## src/design/pcdpc_map.vh

```
// Register offsets, field positions and reset values for port containment
`ifndef PCDPC_MAP_VH
`define PCDPC_MAP_VH

// ==========================================================
// Register word offsets (byte addresses, 32-bit words)
`define PCDPC_OFS_CAPCTL 12'h254
`define PCDPC_OFS_STATUS 12'h258

// ==========================================================
// Capability half (low 16 bits of word 254h)
`define PCDPC_VEC_LSB 0
`define PCDPC_VEC_MSB 4
`define PCDPC_VEC_RESET 5'h01

// ==========================================================
// Control half (high 16 bits of word 254h)
`define PCDPC_TSEL_LSB 16
`define PCDPC_TSEL_MSB 17
`define PCDPC_CPLSEL_BIT 18
`define PCDPC_IRQEN_BIT 19
`define PCDPC_CORMSG_BIT 20

// ==========================================================
// Status half (low 16 bits of word 258h) and source id (high half)
`define PCDPC_TRIG_BIT 0
`define PCDPC_CAUSE_LSB 1
`define PCDPC_CAUSE_MSB 2
`define PCDPC_IRQPEND_BIT 3
`define PCDPC_SRC_LSB 16
`define PCDPC_SRC_MSB 31
`define PCDPC_SRC_RESET 16'h0000

// ==========================================================
// Encodings
`define PCDPC_TSEL_OFF 2'h0
`define PCDPC_TSEL_FATAL 2'h1
`define PCDPC_TSEL_ALL 2'h2
`define PCDPC_CAUSE_UNCOR 2'h0
`define PCDPC_CAUSE_NONFATAL 2'h1
`define PCDPC_CAUSE_FATAL 2'h2
`define PCDPC_CPL_CA 3'h4
`define PCDPC_CPL_UR 3'h1

`endif

```

## src/design/pcdpc_port_containment.v

```verilog
// Downstream port containment control and status logic
//
// Notes on behaviour
// - Trigger select zero disables containment; field resets to zero.
// - Select one triggers on uncorrectable error or ERR_FATAL, not ERR_NONFATAL.
// - Select two also triggers on ERR_NONFATAL; value three is reserved.
// - Contained completions use CA status when bit 18 clear, UR when set.
// - Containment interrupt raised only when bit 19 is set.
// - ERR_COR message sent only when bit 20 is set.
// - Triggered bit sets on trigger, cleared by writing one.
// - Cause field records uncorrectable, nonfatal or fatal; cleared by writing ones.
// - Interrupt pending sets on trigger with enable set; write one clears.
// - Requester ID of triggering message captured in read-only bits 31:16.
// - Interrupt uses read-only five-bit vector, reset value one.
`timescale 1ns/1ps
`include "pcdpc_map.vh"

module pcdpc_port_containment #(
  parameter [4:0] IRQ_VECTOR = `PCDPC_VEC_RESET
) (
  // Clock and reset
  input wire clk,
  input wire rst_b,
  // Register port
  input wire [11:0] reg_addr,
  input wire [31:0] reg_wdata,
  input wire reg_wr,
  input wire reg_rd,
  // Error event inputs, one-cycle pulses
  input wire uncor_err,
  input wire err_fatal_rx,
  input wire err_nonfatal_rx,
  input wire [15:0] msg_requester_id,
  // Register read data
  output reg [31:0] reg_rdata,
  // Containment outputs
  output reg containment_active,
  output reg [2:0] contained_cpl_status,
  output reg containment_irq,
  output reg [4:0] containment_irq_vector,
  output reg containment_correctable_msg
);

  // ==========================================================
  // Storage
  reg [1:0] containment_trigger_select_reg;
  reg contained_completion_status_select_reg;
  reg containment_irq_enable_reg;
  reg containment_correctable_msg_enable_reg;
  reg containment_triggered_reg;
  reg [1:0] containment_cause_reg;
  reg containment_irq_pending_reg;
  reg [15:0] containment_source_requester_reg;

  // ==========================================================
  // Trigger decode
  reg trig_fire;
  reg [1:0] trig_cause;
  wire wr_ctl;
  wire wr_sts;
  wire clr_trig;
  wire clr_irq;
  wire clr_cause;

  assign wr_ctl = reg_wr && (reg_addr == `PCDPC_OFS_CAPCTL);
  assign wr_sts = reg_wr && (reg_addr == `PCDPC_OFS_STATUS);
  assign clr_trig = wr_sts && reg_wdata[`PCDPC_TRIG_BIT];
  assign clr_irq = wr_sts && reg_wdata[`PCDPC_IRQPEND_BIT];
  assign clr_cause = wr_sts && (reg_wdata[`PCDPC_CAUSE_MSB:`PCDPC_CAUSE_LSB] == 2'h3);

  always @* begin
    trig_fire = 1'b0;
    trig_cause = `PCDPC_CAUSE_UNCOR;
    case (containment_trigger_select_reg)
      `PCDPC_TSEL_FATAL: begin
        // Nonfatal messages are ignored here
        if (uncor_err) begin
          trig_fire = 1'b1;
          trig_cause = `PCDPC_CAUSE_UNCOR;
        end else if (err_fatal_rx) begin
          trig_fire = 1'b1;
          trig_cause = `PCDPC_CAUSE_FATAL;
        end
      end
      `PCDPC_TSEL_ALL: begin
        // Fatal outranks nonfatal when both arrive together
        if (uncor_err) begin
          trig_fire = 1'b1;
          trig_cause = `PCDPC_CAUSE_UNCOR;
        end else if (err_fatal_rx) begin
          trig_fire = 1'b1;
          trig_cause = `PCDPC_CAUSE_FATAL;
        end else if (err_nonfatal_rx) begin
          trig_fire = 1'b1;
          trig_cause = `PCDPC_CAUSE_NONFATAL;
        end
      end
      default: begin
        // Disabled, and reserved value three behaves as disabled
        trig_fire = 1'b0;
        trig_cause = `PCDPC_CAUSE_UNCOR;
      end
    endcase
  end

  // ==========================================================
  // Control register
  always @(posedge clk) begin
    if (!rst_b) begin
      containment_trigger_select_reg <= `PCDPC_TSEL_OFF;
      contained_completion_status_select_reg <= 1'b0;
      containment_irq_enable_reg <= 1'b0;
      containment_correctable_msg_enable_reg <= 1'b0;
    end else if (wr_ctl) begin
      containment_trigger_select_reg <= reg_wdata[`PCDPC_TSEL_MSB:`PCDPC_TSEL_LSB];
      contained_completion_status_select_reg <= reg_wdata[`PCDPC_CPLSEL_BIT];
      containment_irq_enable_reg <= reg_wdata[`PCDPC_IRQEN_BIT];
      containment_correctable_msg_enable_reg <= reg_wdata[`PCDPC_CORMSG_BIT];
    end
  end

  // ==========================================================
  // Status register, set wins over clear
  always @(posedge clk) begin
    if (!rst_b) begin
      containment_triggered_reg <= 1'b0;
      containment_cause_reg <= `PCDPC_CAUSE_UNCOR;
      containment_irq_pending_reg <= 1'b0;
      containment_source_requester_reg <= `PCDPC_SRC_RESET;
    end else begin
      if (trig_fire) begin
        containment_triggered_reg <= 1'b1;
      end else if (clr_trig) begin
        containment_triggered_reg <= 1'b0;
      end
      if (trig_fire && !containment_triggered_reg) begin
        // First trigger records cause, and source only for a received message; later ones keep them
        containment_cause_reg <= trig_cause;
        if (trig_cause != `PCDPC_CAUSE_UNCOR) begin
          containment_source_requester_reg <= msg_requester_id;
        end
      end else if (clr_cause && !trig_fire) begin
        // A trigger beside the clear keeps the recorded cause
        containment_cause_reg <= `PCDPC_CAUSE_UNCOR;
      end
      if (trig_fire && containment_irq_enable_reg) begin
        containment_irq_pending_reg <= 1'b1;
      end else if (clr_irq) begin
        containment_irq_pending_reg <= 1'b0;
      end
    end
  end

  // ==========================================================
  // Outputs and register read
  always @(posedge clk) begin
    if (!rst_b) begin
      reg_rdata <= 32'h00000000;
      containment_active <= 1'b0;
      contained_cpl_status <= `PCDPC_CPL_CA;
      containment_irq <= 1'b0;
      containment_irq_vector <= `PCDPC_VEC_RESET;
      containment_correctable_msg <= 1'b0;
    end else begin
      containment_active <= containment_triggered_reg;
      if (contained_completion_status_select_reg) begin
        contained_cpl_status <= `PCDPC_CPL_UR;
      end else begin
        contained_cpl_status <= `PCDPC_CPL_CA;
      end
      containment_irq <= trig_fire && containment_irq_enable_reg;
      containment_irq_vector <= IRQ_VECTOR;
      containment_correctable_msg <= trig_fire && containment_correctable_msg_enable_reg;
      reg_rdata <= 32'h00000000;
      if (reg_rd) begin
        case (reg_addr)
          `PCDPC_OFS_CAPCTL: begin
            reg_rdata <= {11'h000, containment_correctable_msg_enable_reg,
              containment_irq_enable_reg, contained_completion_status_select_reg,
              containment_trigger_select_reg, 11'h000, IRQ_VECTOR};
          end
          `PCDPC_OFS_STATUS: begin
            reg_rdata <= {containment_source_requester_reg, 12'h000,
              containment_irq_pending_reg, containment_cause_reg,
              containment_triggered_reg};
          end
          default: begin
            reg_rdata <= 32'h00000000;
          end
        endcase
      end
    end
  end

endmodule // pcdpc_port_containment

```

## config.mk

```make
export PLATFORM = sky130hd
export DESIGN_NAME = pcdpc_port_containment
export DESIGN_NICKNAME = d
export VERILOG_FILES = /design/src/design/pcdpc_port_containment.v
export VERILOG_INCLUDE_DIRS = /design/src /design/src/design
export SDC_FILE = /design/constraint.sdc
export NUM_CORES = 1
export LEC_CHECK = 0
export ABC_AREA = 1
export BUFFER_PORTS_ARGS = -buffer_cell sky130_fd_sc_hd__buf_2
export CAP_MARGIN = 0
export CORE_ASPECT_RATIO = 1.2
export CORE_MARGIN = 1.5
export CORE_UTILIZATION = 35
export CTS_CLUSTER_DIAMETER = 150
export DETAILED_ROUTE_END_ITERATION = 12
export PLACE_DENSITY_LB_ADDON = 0.25
export SLEW_MARGIN = 15
export SYNTH_ARGS = -nofsm -noshare
export SYNTH_HDL_FRONTEND = slang
export SYNTH_SLANG_ARGS = --single-unit
```

## constraint.sdc

```tcl
create_clock -name clk -period 2.04 [get_ports clk]
set_input_delay 0.102 -clock clk [delete_from_list [all_inputs] [get_ports clk]]
set_output_delay 0.102 -clock clk [all_outputs]
set_load 0.02 [all_outputs]
```

======== Word-level counts from Yosys, hierarchy flattened ========
Index checks and enable logic that the tools add are counted.
W data, S select, Z words.
storage, ports and cells
  input bits .............................. 67
  bits in registers ....................... 63
  output and inout bits ................... 43
cells by class
  equal/unequal tests ..................... 5
  reductions and logical operators ........ 17
  mux-type cells .......................... 20
operator list
  operator                number
  $pmux W32 S2            1
  $eq A12 B10 Y1 const B  2
  $mux W2                 6
  $mux W1                 10
  $logic_and A1 B1 Y1     9
  $reduce_bool A2 Y1      4
  $eq A2 B2 Y1 const B    2
  $pmux W2 S2             1
  $reduce_and A2 Y1       2
  $mux W3                 1
  $eq A2 B1 Y1 const B    1
  $logic_not A1 Y1        2
  $pmux W1 S2             1

======== Logic depth before layout (Yosys ltp) ========
  word-level depth ........................ 8
  gate-level depth with buffers ........... 10
  depth with buffers taken out ............ 9

======== Worst setup path after synthesis ========
OpenSTA, ideal clock, no wires.
  path type ............................... register to register
  start point ............................. reg containment_trigger_select_reg[0]
  end point ............................... reg containment_source_requester_reg[12]
  buffers on the path ..................... 1
  period minus slack after synthesis ...... 1.454 ns
  setup slack ............................. 0.586 ns
  setup time .............................. 0.116 ns
  cell stages (with the launch flop) ...... 10
  arrival ................................. 1.338 ns
  cells stage by stage .................... dfxtp_1 > inv_1 > ha_1 > inv_2 > nand2_4 > nor2_4 > o21ai_4 > buf_12 > o21ai_2 > a21oi_2
between the ends
  cells in the longest elaborated chain, start to end .. 4
  elaborated cells between the ends (all ways) .. 7
  classes of those cells .................. 2 x eq/ne; 2 x mux; 3 x reduce/logical
ends and longest elaborated chain
  what                                                                        line                          source
  from (decl)                                                                 pcdpc_port_containment.v:46   reg [1:0] containment_trigger_select_reg;
  from (signal assigned)                                                      pcdpc_port_containment.v:110  containment_trigger_select_reg <= `PCDPC_TSEL_OFF;
  from (signal assigned)                                                      pcdpc_port_containment.v:115  containment_trigger_select_reg <= reg_wdata[`PCDPC_TSEL_MSB:`PCDPC_TSEL_LSB];
  $eq A2 B2 Y1 or $eq A2 B1 Y1 (tied branches)                                pcdpc_port_containment.v:74   case (containment_trigger_select_reg)
  $pmux W2 S2 or $pmux W1 S2 (tied branches)                                  pcdpc_port_containment.v:74
  $reduce_bool A2 Y1 (no source line) or $logic_and A1 B1 Y1 (tied branches)  --
  $reduce_and A2 Y1 (no source line) (*)                                      --
  to (signal assigned)                                                        pcdpc_port_containment.v:129  containment_source_requester_reg <= `PCDPC_SRC_RESET;
  to (signal assigned)                                                        pcdpc_port_containment.v:140  containment_source_requester_reg <= msg_requester_id;
  to (decl)                                                                   pcdpc_port_containment.v:53   reg [15:0] containment_source_requester_reg;
Every way passes the cells marked *; elsewhere a longest branch is shown, timed or not.
A chain may end at the register's enable or synchronous reset.

======== Worst setup path in the final report ========
  start point ............................. reg containment_trigger_select_reg[0]
  end point ............................... reg containment_source_requester_reg[1]
Same word-level chain as after synthesis.

==> results.py <==
metrics = {
    "logic_synthesis": {
        "async_flop_share": 0,
        "synth_top_family_by_area": "simple AND/OR/NAND/NOR gates",
        "ys.flop_type": "dfxtp_1",
        "yosys.area_share.simple": 0.2066,
        "synthesis.area_um2": 2186,
        "synth.distinct_cells": 26,
        "syn_inst": 242,
        "synth-edff-count": 0,
        "avgSynthCellArea_um2": 9.032,
        "yosys.area.top_type": "dfxtp_1",
        "ys_warn_count": 0,
        "ys_seq_elements": 50,
        "synthTopCellsByCount": "dfxtp_1 (50), nand2_1 (36), inv_1 (29), buf_4 (20)",
        "synthTopCellsByArea": "dfxtp_1 (46%), buf_4 (6.9%), a21oi_2 (6.4%)",
        "synth_compound_area_frac": 0.1551,
        "synth-xor-area-share": 0,
        "muxShareOfSynthArea": 0,
        "yosys.cell_count.top_type": "dfxtp_1",
        "synthAdderAreaFrac": 0.01145,
        "yosysSeqAreaShare": 0.4579,
        "synth.top_cell.area_share": 0.4579,
    },
    "hold_path": {
        "hold_end": "containment_irq_enable_reg",
        "hp-start": "reg_wdata[19]",
        "min_path_cells": 3,
        "hp-class": "in -> reg",
    },
    "power": {
        "p_per_area_nw_per_um2": 683.7,
        "p_seq_frac": 0.541,
        "clockPowerShare": 0.388,
        "sw_frac_of_total": 0.2310,
        "combPwrFrac": 0.071,
        "leakage_nw": 1.151,
        "ir_drop_mv": 0.2725,
        "p_switching_w": 0.0004161,
        "internal-power_w": 0.001386,
    },
    "floorplan": {
        "ios": 110,
        "die_area_um2": 6730,
        "fp.dieW_um": 75.14,
        "start_util": 0.3612,
        "core-area_um2": 6051,
        "fp.dieH_um": 89.57,
        "rows": 31,
    },
    "run_status": {
        "status": "complete, no violations",
    },
    "sta": {
        "rsz0062_at_grt": "no",
        "hold_viol": 0,
        "setup_violations": 0,
        "whs_ns": 0.01772,
        "maxSlewViolCount": 0,
        "setup_tns_ns": 0,
        "finalCritPeriodShare": 0.7833,
        "max_freq_mhz": 625.8,
        "fin_skew_ns": 0.004415,
        "period_minus_slack_ns": 1.598,
    },
    "global_route": {
        "grt_pass1_wl_um": 6720,
        "grt_overflow": 0,
        "grt_pass1_vias": 1543,
        "antenna_found_initial": 0,
        "track_usage": 0.1326,
        "grt_max_degree": 27,
    },
    "routing": {
        "ant_nets": 0,
        "wl_per_cell_um": 10.49,
        "routed_wl_um": 4132,
        "drt_iter0_markers": 47,
        "drcViolationCount": 0,
        "firstDrtPassIters": 4,
        "vias": 1619,
        "viasPerCell": 4.109,
    },
    "worst_setup_path": {
        "r2r-start": "containment_trigger_select_reg[0]",
        "r2r-end": "containment_source_requester_reg[1]",
        "r2r_cells": 9,
        "startpoint_type": "register",
        "path_class": "reg -> reg",
        "reg2reg_slack_ns": 0.44,
        "crit_path_end_kind": "register",
        "cp.required_ns": 2.24,
        "cp.arrival_ns": 1.80,
        "critPathMaxFanout": 14,
    },
    "place": {
        "hpwl_um": 2996,
        "port_buffers": 68,
        "gp_congestion": 0.7522,
    },
    "clocking": {
        "numClockSinks": 50,
        "tritoncts": "yes",
        "cts-resized-gates": 0,
        "path_clk_slew_ns": 0.09,
        "cts_buffer_depth": 2,
        "cts_setup_buffers": 0,
        "cts_root_buf": "clkbuf_8",
        "insertion_delay_ns": 0.30,
        "numCtsBuffers": 5,
        "ctsHoldBuffers": 0,
        "htree_levels": 2,
    },
    "final_layout": {
        "syn_to_final_growth_pct": 20.55,
        "drive_gt1_frac": 0.4327,
        "num_antenna_cells": 0,
        "largest_reg_flops": 20,
        "fin_nets": 380,
    },
    "job": {
        "cap_violations": 0,
    },
}
[routing by layer]
| layer | track usage | vias to the layer above | part of all wire |
|---|---|---|---|
| met3 | 0.03460 | 6 | 0.058 |
| met1 | 0.1457 | 700 | 0.43 |
| li1 | - | 859 | - |
| met4 | 0.05195 | 0 | 0.015 |
| met2 | 0.2414 | 54 | 0.50 |
| met5 | 0 | - | 0 |
[final cells by class]
| class | count | area, µm² |
|---|---|---|
| well taps | 82 | 102.6 |
| flip-flops and latches | 50 | 1001 |
| inverters | 36 | 135.1 |
| clock inverters | 2 | 37.54 |
| clock buffers | 6 | 72.57 |
| fillers | 621 | 3416 |
| multi-input cells | 145 | 883.3 |
| repair buffers | 73 | 402.9 |
[power groups by stage]
stage | registers, W | logic (W) | clock network (W)
after floorplan | 0.000998 | 0.000100 | 0
after global routing | 0.000976 | 0.000142 | 0.000762
after detailed placement | 0.000998 | 0.000128 | 0
after CTS | 0.000975 | 0.000129 | 0.000721
after global placement | 0.000998 | 0.000128 | 0
final | 0.000975 | 0.000127 | 0.000699
[per-stage QoR]
step                instances  setup slack [ns]    util  power [W]  instance area (µm²)
finish                    394            0.4420  0.4355   0.001802                 2635
global route              394            0.3488  0.4355   0.001880                 2635
CTS                       392           0.08967  0.4309   0.001825                 2608
detailed placement        384            0.1093  0.4127   0.001126                 2497
global placement          384            0.1061  0.4127   0.001126                 2497
floorplan                 258            0.5860       -   0.001098                 2246
[placed cells by master, fill, tap and decap left out, types with 2 or more instances in the layout]
cell / instances
a21oi_2: 16
clkbuf_8: 5
nand2_1: 36
nand2_4: 2
nor3b_1: 3
inv_1: 29
buf_4: 3
buf_2: 68
inv_2: 6
nand3_1: 8
conb_1: 18
dfxtp_1: 50
ha_1: 2
nor2_4: 3
nor2_1: 16
nor3_2: 11
a21oi_1: 9
buf_12: 2
o21ai_2: 14
o21ai_1: 3
[how the worst max path moves through the flow]
stage	startpoint	endpoint	slack, ns	depth (start not counted)
3_5_place_dp	containment_trigger_select_reg[0]	containment_source_requester_reg[12]	0.11	8
5_1_grt	containment_trigger_select_reg[0]	containment_source_requester_reg[4]	0.35	8
6_report	containment_trigger_select_reg[0]	containment_source_requester_reg[1]	0.44	9
2_1_floorplan	containment_trigger_select_reg[0]	containment_source_requester_reg[12]	0.59	9
4_1_cts	containment_trigger_select_reg[0]	containment_source_requester_reg[12]	0.09	8
3_3_place_gp	containment_trigger_select_reg[0]	containment_source_requester_reg[12]	0.11	8
[kinds of logic (layout without fill, tap and decap cells)]
group / after synthesis / after routing
flops: 50 / 50
other cells: 2 / 18
compound gates: 43 / 43
buf+inv: 63 / 117
simple gates: 82 / 82
fa+ha+maj: 2 / 2
[critical path, cell delays in order (launching register included)]
cell     delay [ns]
dfxtp_1        0.37
inv_1          0.07
ha_1           0.30
inv_2          0.09
nand2_4        0.05
nor2_4         0.13
o21ai_4        0.11
buf_12         0.17
o21ai_1        0.15
a21oi_2        0.04
Power figures use the tool's default switching activity.
